`config.mk`:
```
export PLATFORM = sky130hd
export DESIGN_NAME = trig_qualifier
export DESIGN_NICKNAME = d
export VERILOG_FILES = /design/src/include/trig_qual_pkg.sv /design/src/trig_qualifier.sv /design/src/cond_detect.sv /design/src/peak_track.sv
export SDC_FILE = /design/constraint.sdc
export NUM_CORES = 1
export LEC_CHECK = 0
export BUFFER_PORTS_ARGS = -buffer_cell sky130_fd_sc_hd__buf_2
export CORE_MARGIN = 2
export CORE_UTILIZATION = 60
export CTS_CLUSTER_DIAMETER = 50
export CTS_CLUSTER_SIZE = 10
export DETAILED_ROUTE_END_ITERATION = 12
export GPL_TIMING_DRIVEN = 0
export PLACE_DENSITY = 0.86
export SLEW_MARGIN = 0
export SYNTH_ARGS = -nofsm -noshare
export SYNTH_HDL_FRONTEND = slang
export SYNTH_SLANG_ARGS = --single-unit
```
`constraint.sdc`:
```
create_clock -name sys_clk -period 7.2 [get_ports sys_clk]
set_input_delay 1.08 -clock sys_clk [delete_from_list [all_inputs] [get_ports sys_clk]]
set_output_delay 1.08 -clock sys_clk [all_outputs]
set_load 0.05 [all_outputs]
```
`src/include/trig_qual_pkg.sv`:
```
// Purpose: Shared types and constants for the digitizer trigger qualifier.
// Assumes: 250 MHz sample clock, 16-bit signed samples, 8-bit threshold compare.
// Notes: Threshold levels arrive in sample counts and are rounded to 8 bits on arm.
package trig_qual_pkg;

	localparam int SAMPLE_W = 16;
	localparam int LEVEL_W = 8;
	localparam int LEVEL_IN_W = 19;
	localparam int LINE_W = 3;
	localparam int LINES = 8;
	localparam int PIN_W = 10;
	localparam int PIN_EXT = 9;
	localparam int PIN_GATE = 8;

	// Rounding of a count level down to the 8 compared bits
	localparam logic [LEVEL_IN_W-1:0] ROUND_BIAS = 19'h00080;
	localparam int LEVEL_LSB = 8;
	localparam int LEVEL_SIGN = 15;

	// Comparator preload values for full scale
	localparam logic [SAMPLE_W-1:0] NEG_FULL_SCALE = 16'h8000;
	localparam logic [SAMPLE_W-1:0] POS_FULL_SCALE = 16'h7FFF;
	localparam logic [LEVEL_W-1:0] LEVEL_PAD = 8'h00;

	// Output trigger strobe width
	localparam int CLK_MHZ = 250;
	localparam int STROBE_NS = 100;
	localparam int STROBE_CYC = (STROBE_NS * CLK_MHZ + 999) / 1000;
	localparam int CNT_W = 6;
	localparam logic [CNT_W-1:0] STROBE_LOAD = CNT_W'(STROBE_CYC);
	localparam logic [CNT_W-1:0] CNT_ZERO = 6'h00;
	localparam logic [CNT_W-1:0] CNT_ONE = 6'h01;
	localparam logic [LINES-1:0] LINE_ONE = 8'h01;
	localparam logic [LINES-1:0] LINES_OFF = 8'h00;

	typedef enum logic [3:0] {
		software_source_mode,
		command_source_mode,
		ext_rise_mode,
		ext_fall_mode,
		above_level_mode,
		below_level_mode,
		slope_rise_mode,
		slope_fall_mode,
		backplane_mode
	} trig_src_t;

	typedef enum logic [1:0] {idle_st, armed_st, collect_st} qual_state_t;

	// True for sources that look at the sample stream
	function automatic logic is_level(input trig_src_t s);
		is_level = (s == above_level_mode) || (s == below_level_mode) ||
			(s == slope_rise_mode) || (s == slope_fall_mode);
	endfunction : is_level

endpackage : trig_qual_pkg

```
`src/trig_qualifier.sv`:
```
// Purpose: Decides when sample collection starts and tracks peaks afterwards.
// Assumes: Setup ports are steady when arm_start pulses; samples on sys_clk.
// Notes: Setup is captured on arm_start; pins pass two flip-flops first.
`timescale 1ns/10ps

// How it works
// - Software source is the default selection
// - Software source triggers right after arm
// - Command source triggers on word-serial command
// - External source needs a real programmed edge
// - Strobe chosen backplane output line on trigger
// - Above or below signed level triggers
// - Out-of-range level flagged at arm time
// - Slope triggers one sample after crossing
// - Levels rounded, compared on top eight bits
// - Track maximum and minimum after trigger
// - Max and min readable by readout command
// - No tracking in record mode
// - No tracking while external gate active
// - Full-scale preload without threshold source
// - Combine two sources by OR or AND
// - AND latches first satisfied condition
// - AND enables level detector after other
module trig_qualifier
	import trig_qual_pkg::*;
(
	input wire logic sys_clk, // Sample clock
	input wire logic rst_b, // Async reset, active low
	input wire logic arm_start, // Arm/start command pulse
	input wire logic cmd_trig, // Word-serial trigger command pulse
	input wire trig_src_t src_a, // First source
	input wire trig_src_t src_b, // Second source
	input wire logic use_b, // Second source given
	input wire logic and_mode, // Combine with AND, else OR
	input wire logic [LEVEL_IN_W-1:0] level_a, // First level, signed counts
	input wire logic [LEVEL_IN_W-1:0] level_b, // Second level, signed counts
	input wire logic [LINE_W-1:0] backplane_input_line_select, // Input line
	input wire logic bp_rising, // Backplane input edge is rising
	input wire logic out_en, // Output strobe wanted
	input wire logic [LINE_W-1:0] out_line, // Output strobe line
	input wire logic record_mode, // Record mode active
	input wire logic readout_req, // Comparator readout command pulse
	input wire logic [SAMPLE_W-1:0] sample, // Digitized sample
	input wire logic ext_trig_pin, // External TTL trigger pin
	input wire logic ext_gate_pin, // External gate pin, active high
	input wire logic [LINES-1:0] bp_ttl_in, // Backplane trigger line levels
	output logic collecting, // Triggered, collection running
	output logic trig_pulse, // One-cycle trigger event
	output logic arm_error, // Level out of range at last arm
	output logic [LINES-1:0] bp_ttl_o, // Backplane drive value, low
	output logic [LINES-1:0] bp_ttl_oe, // Backplane drive enable
	output logic [SAMPLE_W-1:0] max_val, // Running maximum
	output logic [SAMPLE_W-1:0] min_val, // Running minimum
	output logic [SAMPLE_W-1:0] readout_max, // Maximum at readout
	output logic [SAMPLE_W-1:0] readout_min, // Minimum at readout
	output logic readout_valid // Readout words valid pulse
);

	qual_state_t state;
	qual_state_t next_state;
	trig_src_t cfg_a;
	trig_src_t cfg_b;
	trig_src_t next_cfg_a;
	trig_src_t next_cfg_b;
	logic cfg_and;
	logic next_cfg_and;
	logic cfg_out;
	logic next_cfg_out;
	logic [LINE_W-1:0] cfg_out_line;
	logic [LINE_W-1:0] next_cfg_out_line;
	logic [LINE_W-1:0] cfg_in_line;
	logic [LINE_W-1:0] next_cfg_in_line;
	logic cfg_rising;
	logic next_cfg_rising;
	logic [LEVEL_W-1:0] lvl_a;
	logic [LEVEL_W-1:0] lvl_b;
	logic [LEVEL_W-1:0] next_lvl_a;
	logic [LEVEL_W-1:0] next_lvl_b;
	logic latch_a;
	logic latch_b;
	logic next_latch_a;
	logic next_latch_b;
	logic next_collecting;
	logic next_trig_pulse;
	logic next_arm_error;
	logic [CNT_W-1:0] strobe_cnt;
	logic [CNT_W-1:0] next_strobe_cnt;
	logic [LINES-1:0] next_bp_oe;
	logic [LEVEL_W-1:0] prev_hi;
	logic [PIN_W-1:0] pin_meta;
	logic [PIN_W-1:0] pin_sync;
	logic [PIN_W-1:0] pin_prev;
	logic [LEVEL_IN_W-1:0] sum_a;
	logic [LEVEL_IN_W-1:0] sum_b;
	logic level_ok;
	logic hit_a;
	logic hit_b;
	logic en_a;
	logic en_b;
	logic fire;
	logic any_level;
	logic load_peaks;
	logic track;
	logic [SAMPLE_W-1:0] pre_max;
	logic [SAMPLE_W-1:0] pre_min;
	logic [SAMPLE_W-1:0] next_ro_max;
	logic [SAMPLE_W-1:0] next_ro_min;

	// Pin synchroniser: the first stage feeds only the second
	// Backplane bits reset to their pulled-up idle level, so no false edge follows reset
	always_ff @(posedge sys_clk or negedge rst_b) begin
		if (!rst_b) begin
			pin_meta <= {{(PIN_W-LINES){1'b0}}, ~LINES_OFF};
			pin_sync <= {{(PIN_W-LINES){1'b0}}, ~LINES_OFF};
			pin_prev <= {{(PIN_W-LINES){1'b0}}, ~LINES_OFF};
			prev_hi <= '0;
		end else begin
			pin_meta <= {ext_trig_pin, ext_gate_pin, bp_ttl_in};
			pin_sync <= pin_meta;
			pin_prev <= pin_sync;
			prev_hi <= sample[SAMPLE_W-1 -: LEVEL_W];
		end
	end

	// Level rounding and range check on the programmed setup
	assign sum_a = level_a + ROUND_BIAS;
	assign sum_b = level_b + ROUND_BIAS;
	assign level_ok = (!is_level(src_a) ||
		sum_a[LEVEL_IN_W-1:LEVEL_SIGN] == {(LEVEL_IN_W-LEVEL_SIGN){sum_a[LEVEL_SIGN]}}) &&
		(!use_b || !is_level(src_b) ||
		sum_b[LEVEL_IN_W-1:LEVEL_SIGN] == {(LEVEL_IN_W-LEVEL_SIGN){sum_b[LEVEL_SIGN]}});

	// In AND mode a level or slope detector waits for the other condition when that one is not a level source
	assign en_a = !cfg_and || !is_level(cfg_a) || is_level(cfg_b) || latch_b;
	assign en_b = !cfg_and || !is_level(cfg_b) || is_level(cfg_a) || latch_a;

	cond_detect u_cond_a (
		.sys_clk(sys_clk),
		.rst_b(rst_b),
		.src(cfg_a),
		.enable(en_a && state == armed_st),
		.level(lvl_a),
		.sample_hi(sample[SAMPLE_W-1 -: LEVEL_W]),
		.prev_hi(prev_hi),
		.cmd_hit(cmd_trig),
		.ext_now(pin_sync[PIN_EXT]),
		.ext_prev(pin_prev[PIN_EXT]),
		.bp_now(pin_sync[LINES-1:0]),
		.bp_prev(pin_prev[LINES-1:0]),
		.bp_sel(cfg_in_line),
		.bp_rising(cfg_rising),
		.hit(hit_a)
	);

	cond_detect u_cond_b (
		.sys_clk(sys_clk),
		.rst_b(rst_b),
		.src(cfg_b),
		.enable(en_b && state == armed_st),
		.level(lvl_b),
		.sample_hi(sample[SAMPLE_W-1 -: LEVEL_W]),
		.prev_hi(prev_hi),
		.cmd_hit(cmd_trig),
		.ext_now(pin_sync[PIN_EXT]),
		.ext_prev(pin_prev[PIN_EXT]),
		.bp_now(pin_sync[LINES-1:0]),
		.bp_prev(pin_prev[LINES-1:0]),
		.bp_sel(cfg_in_line),
		.bp_rising(cfg_rising),
		.hit(hit_b)
	);

	// Combination: a single source is ORed with itself
	assign fire = cfg_and ? ((latch_a || hit_a) && (latch_b || hit_b)) :
		(hit_a || hit_b);

	// Trigger state, setup capture and AND latches
	always_comb begin
		next_state = state;
		next_cfg_a = cfg_a;
		next_cfg_b = cfg_b;
		next_cfg_and = cfg_and;
		next_cfg_out = cfg_out;
		next_cfg_out_line = cfg_out_line;
		next_cfg_in_line = cfg_in_line;
		next_cfg_rising = cfg_rising;
		next_lvl_a = lvl_a;
		next_lvl_b = lvl_b;
		next_latch_a = latch_a;
		next_latch_b = latch_b;
		next_arm_error = arm_error;
		next_trig_pulse = 1'b0;
		if (arm_start) begin
			next_cfg_a = src_a;
			next_cfg_b = use_b ? src_b : src_a;
			next_cfg_and = use_b && and_mode;
			next_cfg_out = out_en;
			next_cfg_out_line = out_line;
			next_cfg_in_line = backplane_input_line_select;
			next_cfg_rising = bp_rising;
			next_lvl_a = sum_a[LEVEL_LSB +: LEVEL_W];
			next_lvl_b = use_b ? sum_b[LEVEL_LSB +: LEVEL_W] : sum_a[LEVEL_LSB +: LEVEL_W];
			next_latch_a = 1'b0;
			next_latch_b = 1'b0;
			next_arm_error = !level_ok;
			next_state = level_ok ? armed_st : idle_st;
		end else begin
			case (state)
				idle_st: begin
					next_state = idle_st;
				end
				armed_st: begin
					next_latch_a = latch_a || hit_a;
					next_latch_b = latch_b || hit_b;
					if (fire) begin
						next_trig_pulse = 1'b1;
						next_state = collect_st;
					end
				end
				collect_st: begin
					next_state = collect_st;
				end
				default: begin
					next_state = idle_st;
				end
			endcase
		end
	end

	assign next_collecting = (next_state == collect_st);

	// Output strobe on the chosen line, open-drain so only driven low
	always_comb begin
		next_strobe_cnt = strobe_cnt;
		next_bp_oe = bp_ttl_oe;
		if (next_trig_pulse && cfg_out) begin
			next_strobe_cnt = STROBE_LOAD;
			next_bp_oe = LINE_ONE << cfg_out_line;
		end else if (strobe_cnt > CNT_ONE) begin
			next_strobe_cnt = strobe_cnt - CNT_ONE;
		end else begin
			next_strobe_cnt = CNT_ZERO;
			next_bp_oe = LINES_OFF;
		end
	end

	always_ff @(posedge sys_clk or negedge rst_b) begin
		if (!rst_b) begin
			state <= idle_st;
			cfg_a <= software_source_mode;
			cfg_b <= software_source_mode;
			cfg_and <= 1'b0;
			cfg_out <= 1'b0;
			cfg_out_line <= '0;
			cfg_in_line <= '0;
			cfg_rising <= 1'b0;
			lvl_a <= '0;
			lvl_b <= '0;
			latch_a <= 1'b0;
			latch_b <= 1'b0;
			arm_error <= 1'b0;
			trig_pulse <= 1'b0;
			collecting <= 1'b0;
			strobe_cnt <= CNT_ZERO;
			bp_ttl_oe <= LINES_OFF;
			bp_ttl_o <= LINES_OFF;
		end else begin
			state <= next_state;
			cfg_a <= next_cfg_a;
			cfg_b <= next_cfg_b;
			cfg_and <= next_cfg_and;
			cfg_out <= next_cfg_out;
			cfg_out_line <= next_cfg_out_line;
			cfg_in_line <= next_cfg_in_line;
			cfg_rising <= next_cfg_rising;
			lvl_a <= next_lvl_a;
			lvl_b <= next_lvl_b;
			latch_a <= next_latch_a;
			latch_b <= next_latch_b;
			arm_error <= next_arm_error;
			trig_pulse <= next_trig_pulse;
			collecting <= next_collecting;
			strobe_cnt <= next_strobe_cnt;
			bp_ttl_oe <= next_bp_oe;
			bp_ttl_o <= LINES_OFF;
		end
	end

	// Comparator preload on arm and tracking after the trigger
	assign any_level = is_level(src_a) || (use_b && is_level(src_b));
	assign load_peaks = arm_start && level_ok;
	assign pre_max = is_level(src_a) ? {sum_a[LEVEL_LSB +: LEVEL_W], LEVEL_PAD} :
		(any_level ? {sum_b[LEVEL_LSB +: LEVEL_W], LEVEL_PAD} : NEG_FULL_SCALE);
	assign pre_min = (use_b && is_level(src_b)) ? {sum_b[LEVEL_LSB +: LEVEL_W], LEVEL_PAD} :
		(any_level ? {sum_a[LEVEL_LSB +: LEVEL_W], LEVEL_PAD} : POS_FULL_SCALE);
	assign track = collecting && !record_mode && !pin_sync[PIN_GATE];

	peak_track u_peaks (
		.sys_clk(sys_clk),
		.rst_b(rst_b),
		.load(load_peaks),
		.load_max(pre_max),
		.load_min(pre_min),
		.update(track),
		.sample(sample),
		.max_val(max_val),
		.min_val(min_val)
	);

	// Readout command snapshots both comparators
	always_comb begin
		next_ro_max = readout_max;
		next_ro_min = readout_min;
		if (readout_req) begin
			next_ro_max = max_val;
			next_ro_min = min_val;
		end
	end

	always_ff @(posedge sys_clk or negedge rst_b) begin
		if (!rst_b) begin
			readout_max <= NEG_FULL_SCALE;
			readout_min <= POS_FULL_SCALE;
			readout_valid <= 1'b0;
		end else begin
			readout_max <= next_ro_max;
			readout_min <= next_ro_min;
			readout_valid <= readout_req;
		end
	end
endmodule : trig_qualifier

```
`src/cond_detect.sv`:
```
// Purpose: One trigger condition detector for a selected source.
// Assumes: Pin levels arrive already synchronised, with their previous value.
// Notes: Slope hits are registered, so they fire one sample after the crossing.
`timescale 1ns/10ps
module cond_detect
	import trig_qual_pkg::*;
(
	input wire logic sys_clk, // Sample clock
	input wire logic rst_b, // Async reset, active low
	input wire trig_src_t src, // Selected source
	input wire logic enable, // Level and slope detection allowed
	input wire logic [LEVEL_W-1:0] level, // Rounded signed threshold
	input wire logic [LEVEL_W-1:0] sample_hi, // Top bits of current sample
	input wire logic [LEVEL_W-1:0] prev_hi, // Top bits of previous sample
	input wire logic cmd_hit, // Word-serial trigger command pulse
	input wire logic ext_now, // External pin, synchronised
	input wire logic ext_prev, // External pin, one cycle older
	input wire logic [LINES-1:0] bp_now, // Backplane lines, synchronised
	input wire logic [LINES-1:0] bp_prev, // Backplane lines, one cycle older
	input wire logic [LINE_W-1:0] bp_sel, // Backplane input line
	input wire logic bp_rising, // Backplane active edge is rising
	output logic hit // Condition satisfied this cycle
);

	logic slope_hit;
	logic next_slope_hit;
	logic above;
	logic below;
	logic bp_edge;

	// Signed compares on the eight top bits only
	assign above = $signed(sample_hi) > $signed(level);
	assign below = $signed(sample_hi) < $signed(level);
	assign bp_edge = bp_rising ? (bp_now[bp_sel] & ~bp_prev[bp_sel]) :
		(~bp_now[bp_sel] & bp_prev[bp_sel]);

	// Crossing detection in the programmed direction
	always_comb begin
		next_slope_hit = 1'b0;
		if (enable && src == slope_rise_mode) begin
			next_slope_hit = ($signed(prev_hi) <= $signed(level)) && above;
		end else if (enable && src == slope_fall_mode) begin
			next_slope_hit = ($signed(prev_hi) >= $signed(level)) && below;
		end
	end

	always_ff @(posedge sys_clk or negedge rst_b) begin
		if (!rst_b) begin
			slope_hit <= 1'b0;
		end else begin
			slope_hit <= next_slope_hit;
		end
	end

	// Source selection
	always_comb begin
		case (src)
			software_source_mode: hit = 1'b1;
			command_source_mode: hit = cmd_hit;
			ext_rise_mode: hit = ext_now & ~ext_prev;
			ext_fall_mode: hit = ~ext_now & ext_prev;
			above_level_mode: hit = enable & above;
			below_level_mode: hit = enable & below;
			slope_rise_mode: hit = slope_hit;
			slope_fall_mode: hit = slope_hit;
			backplane_mode: hit = bp_edge;
			default: hit = 1'b0;
		endcase
	end

endmodule : cond_detect

```
`src/peak_track.sv`:
```
// Purpose: Running maximum and minimum comparators.
// Assumes: Samples are signed and arrive one per clock.
// Notes: A load wins over an update in the same cycle.
`timescale 1ns/10ps
module peak_track
	import trig_qual_pkg::*;
(
	input wire logic sys_clk, // Sample clock
	input wire logic rst_b, // Async reset, active low
	input wire logic load, // Preload both comparators
	input wire logic [SAMPLE_W-1:0] load_max, // Preload for the maximum
	input wire logic [SAMPLE_W-1:0] load_min, // Preload for the minimum
	input wire logic update, // Tracking allowed this cycle
	input wire logic [SAMPLE_W-1:0] sample, // Current sample
	output logic [SAMPLE_W-1:0] max_val, // Largest sample seen
	output logic [SAMPLE_W-1:0] min_val // Smallest sample seen
);

	logic [SAMPLE_W-1:0] next_max;
	logic [SAMPLE_W-1:0] next_min;

	// Preload, then raise the maximum and lower the minimum
	always_comb begin
		next_max = max_val;
		next_min = min_val;
		if (load) begin
			next_max = load_max;
			next_min = load_min;
		end else if (update) begin
			if ($signed(sample) > $signed(max_val)) begin
				next_max = sample;
			end
			if ($signed(sample) < $signed(min_val)) begin
				next_min = sample;
			end
		end
	end

	always_ff @(posedge sys_clk or negedge rst_b) begin
		if (!rst_b) begin
			max_val <= NEG_FULL_SCALE;
			min_val <= POS_FULL_SCALE;
		end else begin
			max_val <= next_max;
			min_val <= next_min;
		end
	end

endmodule : peak_track

```
==> out/qor.csv, run 1 <==
metric;value;unit
hold_viol;0;
status;finished, final reports clean;
core.rowCount;44;
synth-edff-count;0;
critPathKind;in -> reg;
gp_congestion;0.9385;
drive_above_1_share;0.2921;
cts_tree;yes;
finClkSkew;0.007388;ns
drtAntennaViolNets;0;
tightest_slew;0.9353;ns
grt_pass1_vias;7286;
cap_violations;0;
cts_hold_buf;0;
vias;7525;
yosys_warnings;0;
initial_core_util;0.6117;
arrival;4.04;ns
min_to;pin_sync[8];
finalSetupViolCount;0;
r2r-start;lvl_a[5];
crit_required;7.52;ns
seq_area_frac_synth;0.4560;
rrSetupSlack;3.84;ns
dr.pass1.iters;5;
grt.total_usage;0.2880;
netlist_area;0.008823;mm^2
holdCritPathClass;reg -> reg;
cts.sinks;158;
antenna_found_initial;0;
synthArstFlopShare;1.000;
vdd_ir_drop_max;0.2113;mV
grt_overflow;0;
die_y;125.3;um
grt_max_degree;97;
avgSynthCellArea;10.13;um^2
hp-start;pin_meta[8];
antennaDiodeCount;0;
utilization;0.7250;
synth_cells;871;
place_hpwl;15980;um
cts-root-buf;clkbuf_16;
worstPathMaxFanout;10;
ys_ff_latch;158;
core-area;0.01442;mm^2
drt_wl_total;21940;um
timing.rr.end;strobe_cnt[0];
cts_resized;0;
timing.final.crit_period;3.719;ns
fillers;1009;
routed_via_density;6.059;
grt_pass1_wl;36230;um
drv_slew;0;
max-slew-margin-rel;0.3765;
io_buffers;147;
drt_iter0_drc;618;
synthDistinctLibCells;63;
ios;172;
fin_nets;1202;
die_area;0.01569;mm^2
fin_tns_setup;0;ns
synth-main-ff-cell;dfrtp_1;
dieWidth;125.3;um
wl_per_cell;17.67;um
grt_setup_unrepaired;no;
insertion_delay;0.43;ns
reg2reg_depth;12;
min_period_over_period;0.5165;
area_growth;18.52;%
clk_pin_slew;0.06;ns
clock_path_buffers;2;
htree_levels;4;
worstSetupEndpointType;flop;
startpoint_type;input pin;
max_freq;268.9;MHz
holdPathStages;0;
numCtsBuffers;17;
p_leak;0.005041;uW
drt_drc_violations_left;0;
p_per_area;278.0;mW/mm^2
cts_setup_buffers;0;
-- per-layer routing --
| metal | GRT usage | wire length [um] | vias up |
|---|---|---|---|
| li1 | - | - | 3466 |
| met5 | 0 | 0 | - |
| met1 | 0.4025 | 9481 | 3643 |
| met4 | 0.1111 | 611 | 0 |
| met2 | 0.4437 | 10080 | 361 |
| met3 | 0.06333 | 1763 | 55 |
-- worst max path at each step --
stage                          start        endpoint  cells after the start
final                     sample[15]   strobe_cnt[0]                     12
after global routing      sample[15]    bp_ttl_oe[1]                     12
after CTS                 sample[13]   strobe_cnt[0]                     12
after detailed placement  sample[13]   strobe_cnt[0]                     12
after global placement         rst_b  readout_max[0]                      1
after floorplan           sample[15]   strobe_cnt[0]                     11
-- cell usage in the layout (no fill, tap or decap), types with 5 or more instances in the layout --
master and count:
buf_2 146, o21a_1 5, mux2i_1 27, a2bb2oi_1 9, xor2_1 10, xnor2_1 8, o22ai_1 8, and3_1 6
nand2b_1 13, nand3_1 31, o211ai_1 8, nand2_1 48, o21ai_1 5, dfrtp_1 102, nor3_1 11, ha_1 69
nor2b_1 11, a21oi_1 55, dfstp_2 56, inv_1 68, nor3b_1 6, buf_4 8, o21ai_0 51, clkbuf_1 26
mux2_2 44, inv_6 7, a21o_1 12, clkbuf_16 19, nor2_1 61, nand4_1 19, conb_1 8, a31oi_1 15
-- critical path, stage by stage --
cell      delay (ns)
buf_2           0.17
ha_1            0.35
nand2b_1        0.18
a21boi_0        0.13
a311oi_1        0.48
mux2i_1         0.35
o211ai_2        0.14
or4_4           0.54
and4_4          0.21
buf_6           0.13
buf_6           0.15
a21o_1          0.15
-- area by class of cell --
class,count,area [um^2],share of cell area
inverter,68,255.2,0.02441
clock buffer,19,475.5,0.04547
tap,184,230.2,0.02201
buffer,41,206.4,0.01974
timing repair buffer,148,769.5,0.07358
clock inverter,13,132.6,0.01268
multi-input combinational,611,4364,0.4173
sequential,158,4024,0.3848
-- state kept, by name, indices dropped and copies added (netlist names), 4 cells and up --
register / flops
bp_ttl_oe: 8
pin_prev: 9
readout_max: 16
pin_sync: 10
pin_meta: 10
lvl_b: 8
readout_min: 16
u_peaks.min_val: 16
prev_hi: 8
cfg_b: 4
cfg_a: 4
u_peaks.max_val: 16
lvl_a: 8
strobe_cnt: 6
-- kinds of logic after synthesis --
| logic type | share of synthesized area |
|---|---|
| flops | 0.4560 |
| mux | 0.08934 |
| other cells | 0.0004250 |
| fa+ha+maj | 0.09784 |
| buf+inv | 0.05232 |
| simple gates | 0.1453 |
| xor+xnor | 0.01787 |
| compound gates | 0.1408 |
-- where the power goes --
part	leakage [uW]	switching, uW	total (uW)	internal [uW]
logic	0.00289	582	859	277
registers	0.00185	96.4	1140	1040
clock network	0.000302	408	910	502
total	0.00504	1090	2910	1820
-- through the flow --
step	setup WS (ns)	cell area, um^2	total power, uW	instances	hold slack [ns]
3_3_place_gp	2.835	9816	1966	1209	0.3328
2_1_floorplan	3.582	8850	1761	878	0.3312
6_report	3.481	10460	2907	1242	0.3514
3_5_place_dp	3.069	9849	1998	1210	0.3403
4_1_cts	3.508	10460	2916	1242	0.3555
5_1_grt	3.305	10460	3042	1242	0.3581
-- synth_stat cells, types with 26 or more instances --
| cell type | count | share of area |
|---|---|---|
| o21ai_0 | 51 | 0.029 |
| dfstp_2 | 56 | 0.17 |
| dfrtp_1 | 102 | 0.29 |
| inv_1 | 68 | 0.029 |
| a21oi_1 | 55 | 0.031 |
| clkbuf_1 | 26 | 0.011 |
| mux2i_1 | 27 | 0.031 |
| mux2_2 | 44 | 0.056 |
| ha_1 | 69 | 0.098 |
| nor2_1 | 61 | 0.026 |
| nand2_1 | 48 | 0.020 |
| nand3_1 | 31 | 0.018 |
Note: power is estimated with default switching activity, not from simulation.
==> inputs of run 2 (changes only) <==
ABC_AREA = 1   (was default)
CORE_UTILIZATION = 56   (was 60)
PLACE_DENSITY = 0.81   (was 0.86)
clock period = 3.6 ns   (was 7.2 ns; I/O delays follow)
==> out/qor.csv, run 2 <==
metric;value;unit;change
drt_drc_violations_left;0;;unchanged
drive_above_1_share;0.2516;;-0.04048
dp_slack;0.6374;ns;-2.431 ns
fin_nets;1408;;+17%
setup_slack;0.7480;ns;-2.733 ns
synthArstFlopShare;1.000;;unchanged
wl_per_cell;15.76;um;-11%
cp_slowest_cell;dfstp_2;;
holdCritPathClass;in -> async;;
cts_hold_buf;0;;unchanged
synthDistinctLibCells;55;;-13%
die_y;131.0;um;+4.5%
cts-root-buf;clkbuf_16;;
fin_area;0.01070;mm^2;+2.3%
max_freq;350.6;MHz;
grt_pass1_vias;7675;;+5.3%
cpPeakStageDelay;0.55;ns;about the same
grt.total_usage;0.2844;;-0.003566
cts.sinks;158;;unchanged
antenna_found_initial;0;;unchanged
finClkSkew;0.007501;ns;+0.0001134 ns
met2_wirelength;10740;um;+6.5%
grt_max_degree;82;;-15%
yosys_warnings;0;;unchanged
crit_path_frequent_cell;nand3_1;;
io_buffers;148;;+0.68%
synth_top_area_share;0.2828;;-0.006496
core.rowCount;46;;+4.5%
p_per_area;547.4;mW/mm^2;+97%
synth-main-ff-cell;dfrtp_1;;
max-slew-margin-rel;0.5139;;+0.1374
place_area;0.01010;mm^2;+2.5%
top_layer;met4;;
critPathKind;reg -> reg;;
utilization;0.6760;;-0.04905
area_growth;18.53;%;about the same
synth_cells;1076;;+24%
place_hpwl;17450;um;+9.2%
drt_wl_total;23330;um;+6.3%
clock_path_buffers;2;;unchanged
drtAntennaViolNets;0;;unchanged
htree_levels;4;;unchanged
worstSetupEndpointType;flop;;
dieWidth;131.0;um;+4.5%
dr.pass1.iters;5;;unchanged
cts_setup_buffers;0;;unchanged
cap_violations;0;;unchanged
netlist_area;0.009026;mm^2;+2.3%
met3_length;1763;um;unchanged
status;finished, final reports clean;;
grt_setup_unrepaired;no;;
ys_ff_latch;158;;unchanged
initial_core_util;0.5703;;-0.04145
arrival;3.22;ns;-0.82 ns
vdd_ir_drop_max;0.3699;mV;+75%
synth.most_common_cell;nand2_1;;
die_area;0.01715;mm^2;+9.3%
yosys-top-cells-area;dfrtp_1 (28%), dfstp_2 (16%), nand2_1 (10%);;
p_total;5856;uW;+100%
avgSynthCellArea;8.389;um^2;-17%
core-area;0.01583;mm^2;+9.7%
final_cell_mix;nand2_1 (244), buf_2 (152), inv_1 (134);;
vias;7926;;+5.3%
p_leak;0.005592;uW;+11%
insertion_delay;0.44;ns;about the same
antennaDiodeCount;0;;unchanged
synth_commonest_cells;nand2_1 (244), inv_1 (134), dfrtp_1 (102);;
routed_via_density;5.355;;-12%
crit_required;3.97;ns;-3.55 ns
netlist.top_cell.by_area;dfrtp_1;;
final_common_cell;nand2_1;;
hold_viol;0;;unchanged
hold_slack;0.1197;ns;-0.2317 ns
worstPathMaxFanout;10;;unchanged
m1WireLength;10160;um;+7.1%
numCtsBuffers;17;;unchanged
gp_congestion;0.9295;;-0.96%
ios;172;;unchanged
timing.final.crit_period;2.852;ns;
finalSetupViolCount;0;;unchanged
drt_iter0_drc;696;;+13%
cts_tree;yes;;
startpoint_type;flop;;
seq_area_frac_synth;0.4458;;-0.01024
min_period_over_period;0.7922;;
synth-edff-count;0;;unchanged
clk_pin_slew;0.07;ns;about the same
grt_pass1_wl;37630;um;+3.8%
tightest_slew;0.7292;ns;-0.2061 ns
drv_slew;0;;unchanged
cts_resized;0;;unchanged
grt_overflow;0;;unchanged
worstPathCellList;inv_1, ha_1, a21oi_1, o21ai_0, nand3_1, a21oi_1, o21ai_0, nand2_1, or2_2, nand3_1, clkbuf_1, nand3_1, nand2_1;;
-- run 2: cell families after synthesis --
family / share of synthesized area
xor+xnor: 0.01747
mux: 0.002495
fa+ha+maj: 0.09565
other cells: 0.0004155
compound gates: 0.1119
simple gates: 0.2404
flops: 0.4458
buf+inv: 0.08594
-- run 2: final timing paths --
path                               startpoint                  to  slack [ns]  depth (start not counted)
max                        u_peaks.min_val[3]  u_peaks.min_val[8]        0.75                         13
min                                     rst_b            lvl_b[0]        0.12                          1
max reg2reg                u_peaks.min_val[3]  u_peaks.min_val[8]        0.75                         13
min reg2reg                       pin_meta[9]         pin_sync[9]        0.35                          0
max in group asynchronous               rst_b     readout_min[11]        2.61                          2
min in group sys_clk             bp_ttl_in[3]         pin_meta[3]        0.20                          1
-- run 2: power by group --
group          total (uW)  internal, uW  switching [uW]
Combinational        1780           514            1270
Clock                1840          1090             751
Sequential           2230          2070             167
Total                5860          3670            2190
-- run 2: area by class of cell --
type / count / area, um^2
clock buffers: 22 / 474.2
flip-flops and latches: 158 / 4024
plain buffers: 38 / 236.5
clock inverters: 10 / 127.6
inverters: 143 / 539.3
well taps: 216 / 270.3
multi-input cells: 744 / 4253
repair buffers: 149 / 774.5
fillers: 1279 / 5129
-- run 2: through the flow --
step | setup TNS, ns | std cells
6_report | 0 | 1480
5_1_grt | 0 | 1480
4_1_cts | 0 | 1480
3_5_place_dp | 0 | 1448
3_3_place_gp | -30.61 | 1447
2_1_floorplan | 0 | 1083
-- run 2: critical path: cells and delay by family, from the launching register on --
kind / cells / cell delay [ns]
and+or+nand+nor: 6 / 0.96
DFF: 1 / 0.55
AOI/OAI and AO/OA: 4 / 0.52
buffers and inverters: 2 / 0.46
adders and majority gates: 1 / 0.29
-- run 2: layer usage --
metal	GRT usage	vias up
li1	-	3854
met5	0	-
met1	0.3912	3717
met4	0.1108	0
met3	0.05334	45
met2	0.4483	310
